--- config.mk ---
export PLATFORM = sky130hd
export DESIGN_NAME = lvs_top
export DESIGN_NICKNAME = d
export VERILOG_FILES = /design/src/lvs_pkg.sv /design/src/lvs_reg_if.sv /design/src/lvs_decode.sv /design/src/lvs_top.sv
export SDC_FILE = /design/constraint.sdc
export NUM_CORES = 1
export LEC_CHECK = 0
export BUFFER_PORTS_ARGS = -buffer_cell sky130_fd_sc_hd__buf_4
export CAP_MARGIN = 20
export CORE_ASPECT_RATIO = 1.25
export CORE_MARGIN = 2
export CORE_UTILIZATION = 35
export CTS_BUF_LIST = sky130_fd_sc_hd__clkbuf_2
export CTS_CLUSTER_DIAMETER = 80
export DETAILED_ROUTE_END_ITERATION = 7
export PLACE_DENSITY = 0.66
export SLEW_MARGIN = 20
export SYNTH_ARGS = -nofsm -noshare
export SYNTH_HDL_FRONTEND = slang
export SYNTH_SLANG_ARGS = --single-unit
export TNS_END_PERCENT = 100
--- constraint.sdc ---
create_clock -name clk_sys_i -period 1.5 [get_ports clk_sys_i]
set_input_delay 0.075 -clock clk_sys_i [delete_from_list [all_inputs] [get_ports clk_sys_i]]
set_output_delay 0.075 -clock clk_sys_i [all_outputs]
set_load 0.03 [all_outputs]
--- src/lvs_pkg.sv ---
// Operation
// - Bit 7 of the first regulator register selects sleep (1) or normal (0) mode.
// - Bit 7 of the second regulator register selects sleep (1) or normal (0) mode.
// - Bits 5:0 of the first register hold a voltage code, codes above 111000 saturate.
// - Bits 5:0 of the second register hold a voltage code on the same saturating scale.
package lvs_pkg;
  // ---------------------------------------------------------------
  // Register map
  // ---------------------------------------------------------------
  localparam int          ADDR_W          = 8;
  localparam int          DATA_W          = 8;
  localparam int          CODE_W          = 6;
  localparam logic [7:0]  REG7_A_OFFSET   = 8'haf;
  localparam logic [7:0]  REG8_A_OFFSET   = 8'hb0;
  localparam logic [7:0]  REG_RESET       = 8'h00;
  // ---------------------------------------------------------------
  // Field layout
  // ---------------------------------------------------------------
  localparam int          SLEEP_BIT       = 7;
  localparam int          RSVD_BIT        = 6;
  localparam int          CODE_MSB        = 5;
  localparam logic [5:0]  CODE_MAX        = 6'h38;
  localparam logic [7:0]  READ_UNMAPPED   = 8'h00;
  // Effective code steps: 0.90 V at code 2 and below, 0.05 V per step
  localparam logic [5:0]  CODE_FLOOR      = 6'h02;
endpackage

--- src/lvs_reg_if.sv ---
`timescale 1ns/100ps
// Bundle from the register file to one regulator decoder
interface lvs_reg_if;
  logic [7:0] value;
  modport src (output value);
  modport dst (input  value);
endinterface

--- src/lvs_decode.sv ---
`timescale 1ns/100ps
// Splits one setting register into mode and saturated voltage step
module lvs_decode
(
  input  wire logic clk_sys_i,
  input  wire logic reset_n_i,
  lvs_reg_if.dst    reg_in,
  output logic      sleep_o,
  output logic [5:0] code_o,
  output logic [5:0] step_o
);
  logic [5:0] raw_code;
  logic [5:0] next_step;

  // Field extraction
  assign raw_code = reg_in.value[lvs_pkg::CODE_MSB:0];

  // Saturate above the top code, clamp the low floor
  always_comb
  begin
    if (raw_code > lvs_pkg::CODE_MAX)
      next_step = lvs_pkg::CODE_MAX - lvs_pkg::CODE_FLOOR;
    else if (raw_code < lvs_pkg::CODE_FLOOR)
      next_step = 6'h00;
    else
      next_step = raw_code - lvs_pkg::CODE_FLOOR;
  end

  // Registered outputs
  always_ff @(posedge clk_sys_i or negedge reset_n_i)
  begin
    if (!reset_n_i)
    begin
      sleep_o <= 1'b0;
      code_o  <= 6'h00;
      step_o  <= 6'h00;
    end
    else
    begin
      sleep_o <= reg_in.value[lvs_pkg::SLEEP_BIT];
      code_o  <= raw_code;
      step_o  <= next_step;
    end
  end

  property p_saturate;
    @(posedge clk_sys_i) disable iff (!reset_n_i)
      (raw_code > lvs_pkg::CODE_MAX) |=> (step_o == lvs_pkg::CODE_MAX - lvs_pkg::CODE_FLOOR);
  endproperty
  a_saturate: assert property (p_saturate) else $error("step not saturated");
endmodule

--- src/lvs_top.sv ---
`timescale 1ns/100ps
// Two A-bank regulator setting registers with mode and voltage outputs
module lvs_top
(
  input  wire logic       clk_sys_i,
  input  wire logic       reset_n_i,
  input  wire logic [7:0] addr_i,
  input  wire logic [7:0] wdata_i,
  input  wire logic       wr_i,
  input  wire logic       rd_i,
  output logic      [7:0] rdata_o,
  output logic            reg7_sleep_select_bank_a_o,
  output logic      [5:0] reg7_voltage_code_bank_a_o,
  output logic      [5:0] reg7_voltage_step_o,
  output logic            reg8_sleep_select_bank_a_o,
  output logic      [5:0] reg8_voltage_code_bank_a_o,
  output logic      [5:0] reg8_voltage_step_o
);
  logic [7:0] regulator7_bank_a_setting;
  logic [7:0] regulator8_bank_a_setting;
  logic       hit7;
  logic       hit8;
  lvs_reg_if  r7_if ();
  lvs_reg_if  r8_if ();

  // ---------------------------------------------------------------
  // Address decode
  // ---------------------------------------------------------------
  always_comb
  begin
    hit7 = 1'b0;
    hit8 = 1'b0;
    if (addr_i == lvs_pkg::REG7_A_OFFSET)
      hit7 = 1'b1;
    else if (addr_i == lvs_pkg::REG8_A_OFFSET)
      hit8 = 1'b1;
  end

  // ---------------------------------------------------------------
  // Register storage, all eight bits kept
  // ---------------------------------------------------------------
  always_ff @(posedge clk_sys_i or negedge reset_n_i)
  begin
    if (!reset_n_i)
      regulator7_bank_a_setting <= lvs_pkg::REG_RESET;
    else if (wr_i && hit7)
      regulator7_bank_a_setting <= wdata_i;
  end

  always_ff @(posedge clk_sys_i or negedge reset_n_i)
  begin
    if (!reset_n_i)
      regulator8_bank_a_setting <= lvs_pkg::REG_RESET;
    else if (wr_i && hit8)
      regulator8_bank_a_setting <= wdata_i;
  end

  // Read data, valid the cycle after the strobe
  always_ff @(posedge clk_sys_i or negedge reset_n_i)
  begin
    if (!reset_n_i)
      rdata_o <= lvs_pkg::READ_UNMAPPED;
    else if (rd_i && hit7)
      rdata_o <= regulator7_bank_a_setting;
    else if (rd_i && hit8)
      rdata_o <= regulator8_bank_a_setting;
    else if (rd_i)
      rdata_o <= lvs_pkg::READ_UNMAPPED;
  end

  // ---------------------------------------------------------------
  // Regulator decoders
  // ---------------------------------------------------------------
  assign r7_if.value = regulator7_bank_a_setting;
  assign r8_if.value = regulator8_bank_a_setting;

  // Mode and code for the first regulator
  lvs_decode u_dec7
  (
    .clk_sys_i (clk_sys_i),
    .reset_n_i (reset_n_i),
    .reg_in    (r7_if),
    .sleep_o   (reg7_sleep_select_bank_a_o),
    .code_o    (reg7_voltage_code_bank_a_o),
    .step_o    (reg7_voltage_step_o)
  );

  // Mode and code for the second regulator
  lvs_decode u_dec8
  (
    .clk_sys_i (clk_sys_i),
    .reset_n_i (reset_n_i),
    .reg_in    (r8_if),
    .sleep_o   (reg8_sleep_select_bank_a_o),
    .code_o    (reg8_voltage_code_bank_a_o),
    .step_o    (reg8_voltage_step_o)
  );

  // ---------------------------------------------------------------
  // Checks
  // ---------------------------------------------------------------
  property p_sleep7;
    @(posedge clk_sys_i) disable iff (!reset_n_i)
      (wr_i && hit7) |=> ##1
        (reg7_sleep_select_bank_a_o == $past(wdata_i[lvs_pkg::SLEEP_BIT], 2));
  endproperty
  a_sleep7: assert property (p_sleep7) else $error("sleep7 wrong");

  property p_sleep8;
    @(posedge clk_sys_i) disable iff (!reset_n_i)
      (wr_i && hit8) |=> ##1
        (reg8_sleep_select_bank_a_o == $past(wdata_i[lvs_pkg::SLEEP_BIT], 2));
  endproperty
  a_sleep8: assert property (p_sleep8) else $error("sleep8 wrong");

  property p_code7;
    @(posedge clk_sys_i) disable iff (!reset_n_i)
      (wr_i && hit7 && wdata_i[lvs_pkg::CODE_MSB:0] > lvs_pkg::CODE_MAX) |=> ##1
        (reg7_voltage_step_o == lvs_pkg::CODE_MAX - lvs_pkg::CODE_FLOOR);
  endproperty
  a_code7: assert property (p_code7) else $error("code7 not saturated");

  property p_code8;
    @(posedge clk_sys_i) disable iff (!reset_n_i)
      (wr_i && hit8) |=> ##1
        (reg8_voltage_code_bank_a_o == $past(wdata_i[lvs_pkg::CODE_MSB:0], 2));
  endproperty
  a_code8: assert property (p_code8) else $error("code8 wrong");

  property p_read7;
    @(posedge clk_sys_i) disable iff (!reset_n_i)
      (rd_i && hit7) |=> (rdata_o == $past(regulator7_bank_a_setting));
  endproperty
  a_read7: assert property (p_read7) else $error("read7 mismatch");

  property p_wr_rd8;
    @(posedge clk_sys_i) disable iff (!reset_n_i)
      (wr_i && hit8) ##1 (rd_i && hit8) |=> (rdata_o == $past(wdata_i, 2));
  endproperty
  a_wr_rd8: assert property (p_wr_rd8) else $error("readback8 mismatch");

  property p_unmapped;
    @(posedge clk_sys_i) disable iff (!reset_n_i)
      (rd_i && !hit7 && !hit8) |=> (rdata_o == lvs_pkg::READ_UNMAPPED);
  endproperty
  a_unmapped: assert property (p_unmapped) else $error("unmapped read nonzero");

  property p_isolate;
    @(posedge clk_sys_i) disable iff (!reset_n_i)
      (wr_i && hit7) |=> $stable(regulator8_bank_a_setting);
  endproperty
  a_isolate: assert property (p_isolate) else $error("write leaked");

  // ---------------------------------------------------------------
  // Further checks on codes, read back and isolation
  // ---------------------------------------------------------------
  // Raw code of the first regulator follows the write
  property p_code7_raw;
    @(posedge clk_sys_i) disable iff (!reset_n_i)
      (wr_i && hit7) |=> ##1
        (reg7_voltage_code_bank_a_o == $past(wdata_i[lvs_pkg::CODE_MSB:0], 2));
  endproperty
  a_code7_raw: assert property (p_code7_raw) else $error("code7 wrong");

  // Second regulator saturates above the top code
  property p_code8_sat;
    @(posedge clk_sys_i) disable iff (!reset_n_i)
      (wr_i && hit8 && wdata_i[lvs_pkg::CODE_MSB:0] > lvs_pkg::CODE_MAX) |=> ##1
        (reg8_voltage_step_o == lvs_pkg::CODE_MAX - lvs_pkg::CODE_FLOOR);
  endproperty
  a_code8_sat: assert property (p_code8_sat) else $error("code8 not saturated");

  // Second regulator sits at the lowest voltage for the floor codes
  property p_floor8;
    @(posedge clk_sys_i) disable iff (!reset_n_i)
      (wr_i && hit8 && wdata_i[lvs_pkg::CODE_MSB:0] <= lvs_pkg::CODE_FLOOR) |=> ##1
        (reg8_voltage_step_o == '0);
  endproperty
  a_floor8: assert property (p_floor8) else $error("code8 floor wrong");

  // Read of the second register returns its content
  property p_read8;
    @(posedge clk_sys_i) disable iff (!reset_n_i)
      (rd_i && hit8) |=> (rdata_o == $past(regulator8_bank_a_setting));
  endproperty
  a_read8: assert property (p_read8) else $error("read8 mismatch");

  // Write then read of the first register returns the written byte
  property p_wr_rd7;
    @(posedge clk_sys_i) disable iff (!reset_n_i)
      (wr_i && hit7) ##1 (rd_i && hit7) |=> (rdata_o == $past(wdata_i, 2));
  endproperty
  a_wr_rd7: assert property (p_wr_rd7) else $error("readback7 mismatch");

  // Write to the second register leaves the first alone
  property p_isolate8;
    @(posedge clk_sys_i) disable iff (!reset_n_i)
      (wr_i && hit8) |=> $stable(regulator7_bank_a_setting);
  endproperty
  a_isolate8: assert property (p_isolate8) else $error("write leaked");

  // Writes to other addresses change neither register
  property p_unmapped_wr;
    @(posedge clk_sys_i) disable iff (!reset_n_i)
      (wr_i && !hit7 && !hit8) |=>
        ($stable(regulator7_bank_a_setting) && $stable(regulator8_bank_a_setting));
  endproperty
  a_unmapped_wr: assert property (p_unmapped_wr) else $error("unmapped write landed");

  // First register only changes on its own write
  property p_hold7;
    @(posedge clk_sys_i) disable iff (!reset_n_i)
      !(wr_i && hit7) |=> $stable(regulator7_bank_a_setting);
  endproperty
  a_hold7: assert property (p_hold7) else $error("reg7 changed");

  // Read data stand until the next read
  property p_rdata_hold;
    @(posedge clk_sys_i) disable iff (!reset_n_i)
      !rd_i |=> $stable(rdata_o);
  endproperty
  a_rdata_hold: assert property (p_rdata_hold) else $error("read data moved");
endmodule

==> results of run 1 <==
worst max path at each step:
stage | start | to | slack [ns] | cells past startpoint
final | r7_if.value[1]$_DFFE_PN0P_ | u_dec7.step_o[5]$_DFF_PN0_ | 0.12 | 4
after detailed placement | addr_i[2] | r8_if.value[7]$_DFFE_PN0P_ | 0.16 | 6
after CTS | r7_if.value[1]$_DFFE_PN0P_ | u_dec7.step_o[5]$_DFF_PN0_ | 0.12 | 4
after floorplan | r7_if.value[1]$_DFFE_PN0P_ | u_dec7.step_o[5]$_DFF_PN0_ | 0.16 | 5
after global routing | r7_if.value[1]$_DFFE_PN0P_ | u_dec7.step_o[5]$_DFF_PN0_ | 0.02 | 4
after global placement | r7_if.value[1]$_DFFE_PN0P_ | u_dec7.step_o[5]$_DFF_PN0_ | 0.18 | 4
kinds of logic (layout without fill, tap and decap cells):
family                   count (synthesis)  in the layout
flip-flops                              50             50
adder cells (fa/ha/maj)                  2              2
AND/OR/NAND/NOR                         34             34
multiplexers                            18             18
AO/OA/AOI/OAI                           35             35
buffers and inverters                   22             93
placed cells by master, fill, tap and decap left out, types with 2 or more instances in the layout:
cell type      instances
mux2_2                17
o22ai_1                8
dlygate4sd3_1         10
nor3_1                 2
a22oi_1                8
a21oi_1                8
o21ai_0                6
ha_1                   2
buf_4                 61
nor2_1                 6
nor4_1                 2
inv_1                 13
nand2_1               13
dfrtp_1               49
clkbuf_2               6
nand3_1                2
metal layers:
metal | up-vias | GRT usage (%) | part of all wire [%]
li1 | 707 | - | -
met1 | 739 | 16.85 | 41
met2 | 38 | 25.76 | 54
met3 | 5 | 3.645 | 3.9
met4 | 0 | 6.003 | 1.7
met5 | - | 0 | 0
state kept, by name, indices dropped and copies added, names as in the netlist:
register	cells
u_dec7.sleep_o	1
rdata_o	8
u_dec8.sleep_o	1
u_dec8.step_o	6
r8_if.value	8
r7_if.value	8
u_dec7.step_o	6
u_dec8.code_o	6
u_dec7.code_o	6
stage by stage:
stage | hold slack (ns) | total power [mW] | std cells
2_1_floorplan | -0.2206 | 1.729 | 161
3_3_place_gp | 0.1337 | 1.937 | 278
3_5_place_dp | 0.1310 | 1.941 | 278
4_1_cts | 0.04204 | 2.671 | 296
5_1_grt | 0.01676 | 2.771 | 296
6_report | 0.04757 | 2.647 | 296
repair_timing:
action / 4_1_cts / 5_1_grt
setup buffers: 0 / 0
resized for setup: 0 / 1
hold endpoints to repair: 74 / 0
hold buffers: 10 / 0
setup endpoints to repair: 0 / 1
worst max-delay path: stages (launching register included):
cell and delay [ns]:
dfrtp_1 0.54, inv_1 0.12, ha_1 0.24, nand2_1 0.07, mux2_2 0.33
report_power, final:
part	internal (mW)	total, mW	switching (mW)
Clock	0.288	0.716	0.428
Sequential	1.42	1.47	0.0476
Combinational	0.202	0.459	0.257
cell type report:
type	instances	area (sq um)	area share [%]
clock buffers	6	30.03	1.119
clock inverters	2	37.54	1.399
inverters	13	48.80	1.818
multi-input cells	89	656.9	24.48
flip-flops and latches	50	1252	46.67
well taps	64	80.08	2.984
repair buffers	72	578.1	21.54
==> out/summary.log, run 1 <==
[outcome] result of the run finished, final reports clean
[clock_network] clock-pin slew on the worst setup and hold paths 0.25 ns
[job] max-cap check violation count 0
[clock_network] number of buffers between clock root and the deepest sink 2
[sta] minimum period implied by the final worst setup slack 1.378 ns
[sta] Total Negative Setup Slacks 0 ns
[cells_and_area] number of nets in the final layout 253
[worst_setup_path] data arrival at the endpoint of the critical path 1.73 ns
[hold_path] worst min-delay path endpoint r7_if.value[0]$_DFFE_PN0P_
[worst_setup_path] reg2reg start r7_if.value[1]$_DFFE_PN0P_
[clock_network] root buf cell clkbuf_2
[die] number of standard-cell rows in the floorplan 30
[cells_and_area] Filler Cell Count 514
[route] iteration count of the initial detailed-routing pass 4
[clock_network] clock buffer count from CTS 5
[worst_setup_path] type of the worst setup path flip-flop to flip-flop
[pwr] total power per unit cell area 986.3 nW/um^2
[route] number of antenna-violating nets in the routed design 0
[global_route] initial antenna violation count 0
[sta] final worst slack 0.1225 ns
[synthesis] multiplexer fraction of the synthesized cell area 10.33%
[synthesis] Simple-Gate Fraction of Synth Area 10.33%
[clock_network] TritonCTS sink count 50
[sta] Final Skew 0.02331 ns
[global_route] residual overflow from global routing 0
[synthesis] Mapped Avg Cell Area 12.41 sq um
[worst_setup_path] worst-case register-to-register setup slack 0.12 ns
[clock_network] TritonCTS clock tree yes
[synthesis] nets in the synthesized netlist 183
[synthesis] register bit count reported by yosys 50
[clock_network] H-tree level count 2
[cells_and_area] final cell area excluding filler cells 2684 sq um
[worst_setup_path] depth of the worst register-to-register path 4
[synthesis] cell types with the highest counts after synthesis dfrtp_1, mux2_2, inv_1, nand2_1
[sta] total setup violations reported at the end of the flow 0
[die] placeable core region 5480 sq um
[sta] share of the clock period used by the worst path after layout 91.84%
[synthesis] share of synthesized cell area in full adder, half adder and majority cells 1.252%
[synthesis] Most used DFF post-synth dfrtp_1
[hold_path] startpoint of the lowest-slack hold path wr_i
[global_route] pin count of the biggest net entering global routing 51
[synthesis] number of distinct standard cells referenced by the synthesized netlist 31
[route] number of DRC violations after detailed routing 0
[synthesis] total standard cell area after synthesis 1998 sq um
[worst_setup_path] required time at the endpoint of the critical path 1.85 ns
[synthesis] xor/xnor cell area share of the yosys netlist 0%
[cells_and_area] core occupancy in the finished layout 48.97%
[sta] unrepaired setup endpoints after global routing no
[route] total detailed-routing wirelength 4296 um
[worst_setup_path] crit end category flip-flop
[global_route] GR Util All Layers 14.57%
[sta] Slew HR 59.76%
[pwr] Pleak 1.342 nW
[global_route] wire length of the first global-routing pass 6913 um
[sta] Worst Max-Slew Pin Slew 0.6035 ns
[hold_path] cell depth of the worst hold path 3
[placement] global placer's final weighted congestion 0.7029
[synthesis] Async SR Flop Fraction 100.0%
[synthesis] Yosys Warn Count 0
[worst_setup_path] maximum fanout encountered on the critical timing path 7
[die] top-level port count 54
[die] Die Width 71.58 um
[sta] maximum clock rate 725.9 MHz
[route] count of routing violations after the opening detailed-route iteration 72
[synthesis] most frequently used cell type in the post-synthesis netlist dfrtp_1
[synthesis] sequential cell area fraction in the yosys report 62.62%
[global_route] via count of the first global-routing pass 1426
[worst_setup_path] CP Launch Type flip-flop
[synthesis] top cells by area in the synthesized netlist dfrtp_1, mux2_2, a22oi_1
[placement] number of input and output port buffers inserted 53
[route] average via count per standard cell 5.030
[die] die area 6333 sq um
[cells_and_area] antenna diode count 0
[placement] Detail Placement HPWL 3013 um
[synthesis] Synth Instances 161
[sta] final hold violation count 0
[worst_setup_path] capturing point of the worst reg2reg path u_dec7.step_o[5]$_DFF_PN0_
[synthesis] cell type with the highest aggregate area in the netlist dfrtp_1
[clock_network] clock network latency to the later pin of the worst-skew pair 0.44 ns
[synthesis] number of enable flip-flop cells after synthesis 0
[sta] number of pins with negative max-slew slack in the final report 0
[placement] Placement Setup Slack 0.1640 ns
[die] vertical die dimension 88.48 um
[die] initial core utilization 36.46%
[cells_and_area] fraction of layout instances using a drive strength above 1 40.09%
[route] number of vias after detailed routing 1489
[placement] cell area after placement 2515 sq um
[route] post-DR wirelength/cell 14.51 um
[synthesis] synthesized-area fraction occupied by ao, oa, aoi and oai cells 10.96%
[synthesis] Synth top area share 62.62%
[pwr] worst IR drop on VDD 0.0004407 V
[hold_path] Hold Crit Class input port to flip-flop
[cells_and_area] area added between synthesis and finish 34.31%
[synthesis] largest family of logic cells by synthesized area compound AO/OA/AOI/OAI gates
Power figures use the tool's default switching activity.
==> run 2, diff against run 1 <==
--- a/config.mk
+++ b/config.mk
@@ -14,6 +14,7 @@
 export CTS_CLUSTER_DIAMETER = 80
 export DETAILED_ROUTE_END_ITERATION = 7
 export PLACE_DENSITY = 0.66
+export RECOVER_POWER = 50
 export SLEW_MARGIN = 20
 export SYNTH_ARGS = -nofsm -noshare
 export SYNTH_HDL_FRONTEND = slang
==> run 2 against run 1 <==
  * Fmax fell by 0.17%
  * Critical path type unchanged
  * Setup slack got worse by 0.0024 ns
  * Non-clock buffer count did not move
  * Critical path depth unchanged
  * Register-to-register slack barely moved
  * Sequential share of layout area up 0.31 points
==> out/summary.log, run 2 (synthesis gave the netlist of run 1 again) <==
[placement] Detail Placement HPWL 3013 um [unchanged]
[pwr] power share of the combinational group 17.2% [about the same]
[sta] final hold violation count 0 [unchanged]
[pwr] Sw Pwr 734.8 uW [+0.25%]
[sta] Total Negative Setup Slacks 0 ns [unchanged]
[sta] Final Skew 0.02311 ns [-0.0001950 ns]
[route] number of antenna-violating nets in the routed design 0 [unchanged]
[die] top-level port count 54 [unchanged]
[clock_network] number of buffers between clock root and the deepest sink 2 [unchanged]
[die] placeable core region 5480 sq um [unchanged]
[hold_path] Hold Crit Class input port to flip-flop
[cells_and_area] number of nets in the final layout 253 [unchanged]
[outcome] result of the run finished, final reports clean
[global_route] pin count of the biggest net entering global routing 51 [unchanged]
[route] average via count per standard cell 5.027 [about the same]
[cells_and_area] fraction of layout instances using a drive strength above 1 38.36% [-1.7 points]
[route] iteration count of the initial detailed-routing pass 4 [unchanged]
[worst_setup_path] critical-path cell with the highest stage delay dfrtp_1
[worst_setup_path] CP Launch Type flip-flop
[global_route] via count of the first global-routing pass 1426 [unchanged]
[die] initial core utilization 36.46% [unchanged]
[pwr] register share of total power 55.7% [about the same]
[worst_setup_path] ordered list of cells on the worst path inv_1 -> ha_1 -> nand2_1 -> mux2_2
[pwr] worst IR drop on VDD 0.0004404 V [about the same]
[worst_setup_path] crit end category flip-flop
[route] post-DR wirelength/cell 14.52 um [about the same]
[clock_network] clock network latency to the later pin of the worst-skew pair 0.45 ns [about the same]
[sta] Worst Max-Slew Pin Slew 1.176 ns [+0.5727 ns]
[global_route] wire length of the first global-routing pass 6913 um [unchanged]
[sta] maximum clock rate 724.7 MHz [-0.17%]
[global_route] GR Util All Layers 14.57% [unchanged]
[sta] share of the clock period used by the worst path after layout 91.99% [+0.16 points]
[worst_setup_path] delay-heaviest family, CP flip-flops
[sta] total setup violations reported at the end of the flow 0 [unchanged]
[cells_and_area] area added between synthesis and finish 33.44%
[die] number of standard-cell rows in the floorplan 30 [unchanged]
[worst_setup_path] maximum single-stage delay on the critical path 0.54 ns [about the same]
[sta] unrepaired setup endpoints after global routing no
[worst_setup_path] number of buffer and inverter instances along the worst setup path 1 [unchanged]
[worst_setup_path] data arrival at the endpoint of the critical path 1.73 ns [about the same]
[clock_network] clock buffer count from CTS 5 [unchanged]
[placement] number of input and output port buffers inserted 53 [unchanged]
[pwr] internal power of the cells 1.909 mW [-0.28%]
[route] number of vias after detailed routing 1488 [-0.067%]
[die] vertical die dimension 88.48 um [unchanged]
[route] count of routing violations after the opening detailed-route iteration 70 [-2.8%]
[sta] minimum period implied by the final worst setup slack 1.380 ns [+0.002369 ns]
[cells_and_area] core occupancy in the finished layout 48.65% [-0.32 points]
[clock_network] clock-pin slew on the worst setup and hold paths 0.25 ns [about the same]
[global_route] residual overflow from global routing 0 [unchanged]
[die] Die Width 71.58 um [unchanged]
[cells_and_area] number of cells in the finished layout apart from fillers 296 [unchanged]
[pwr] clock share of power 27.2% [about the same]
[placement] # placed instances 278 [unchanged]
[cells_and_area] most common cell after layout, fill and taps aside buf_4
[clock_network] H-tree level count 2 [unchanged]
[route] number of DRC violations after detailed routing 0 [unchanged]
[pwr] switching part of the total 27.80% [+0.11 points]
[global_route] initial antenna violation count 0 [unchanged]
[cells_and_area] top library cells by usage in the layout, fill and taps aside buf_4, dfrtp_1, mux2_2
[job] max-cap check violation count 0 [unchanged]
[worst_setup_path] maximum fanout encountered on the critical timing path 7 [unchanged]
[sta] Slew HR 21.58% [-38 points]
[worst_setup_path] type of the worst setup path flip-flop to flip-flop
[die] die area 6333 sq um [unchanged]
[route] total detailed-routing wirelength 4299 um [about the same]
[worst_setup_path] required time at the endpoint of the critical path 1.85 ns [about the same]
[pwr] power consumption 2.644 mW [-0.13%]
[pwr] Pleak 1.325 nW [-1.3%]
[placement] global placer's final weighted congestion 0.7029 [unchanged]
[sta] number of pins with negative max-slew slack in the final report 0 [unchanged]
[clock_network] root buf cell clkbuf_2
[pwr] total power per unit cell area 991.5 nW/um^2 [+0.53%]
[cells_and_area] antenna diode count 0 [unchanged]
[clock_network] TritonCTS clock tree yes
[clock_network] TritonCTS sink count 50 [unchanged]
==> run 2: changes by cell type in the layout (fill, tap and decap cells not counted), sizes merged <==
cell | previous run | this run
buf | 62 | 57
clkbuf | 6 | 11
==> run 2: cell type report <==
cell class | instances | area, sq um
Fill cell | 516 | 2814
Tap cell | 64 | 80.08
Clock inverter | 2 | 37.54
Clock buffer | 6 | 30.03
Inverter | 13 | 48.80
Sequential cell | 50 | 1252
Timing Repair Buffer | 72 | 560.5
Multi-Input combinational cell | 89 | 656.9
==> run 2: stage by stage <==
step                      cell area [sq um]  setup WS (ns)  hold WS [ns]
after floorplan                        1998         0.1559       -0.2206
after global placement                 2515         0.1843        0.1337
after detailed placement               2515         0.1640        0.1310
after CTS                              2683         0.1197       0.04204
after global routing                   2666        0.01889       0.01676
final                                  2666         0.1201       0.04514
==> run 2: power by group through the flow <==
stage	Clock (mW)	Combinational, mW	Sequential [mW]
floorplan	0	0.135	1.59
global placement	0	0.440	1.50
detailed placement	0	0.444	1.50
CTS	0.732	0.465	1.47
global route	0.789	0.494	1.48
finish	0.718	0.454	1.47
==> run 2: path summary, 6_finish.rpt <==
kind                       cells past startpoint  slack (ns)                  startpoint                    endpoint
min                                            3        0.05                        wr_i  r7_if.value[0]$_DFFE_PN0P_
min in group asynchronous                      2        0.35                   reset_n_i  r8_if.value[7]$_DFFE_PN0P_
max reg2reg                                    4        0.12  r7_if.value[1]$_DFFE_PN0P_  u_dec7.step_o[5]$_DFF_PN0_
max                                            4        0.12  r7_if.value[1]$_DFFE_PN0P_  u_dec7.step_o[5]$_DFF_PN0_
min reg2reg                                    0        0.45  r8_if.value[7]$_DFFE_PN0P_    u_dec8.sleep_o$_DFF_PN0_
max in group asynchronous                      2        0.37                   reset_n_i  r8_if.value[1]$_DFFE_PN0P_
==> run 2: timing repair <==
action | 4_1_cts | 5_1_grt
hold endpoints to repair | 74 | 0
hold buffers | 10 | 0
setup endpoints to repair | 0 | 1
buffers inserted | 0 | 0
resized for setup | 0 | 1
==> run 2: layer usage <==
layer	GRT usage (%)	routed length, um
met5	0	0
met4	6.003	74
met3	3.645	181
met2	25.76	2304
met1	16.85	1738
==> run 2: tightest hold or removal path, delay by kind of cell <==
family	cells	cell delay, ns
AND/OR/NAND/NOR	1	0.12
buffers and inverters	1	0.12
multiplexers	1	0.16
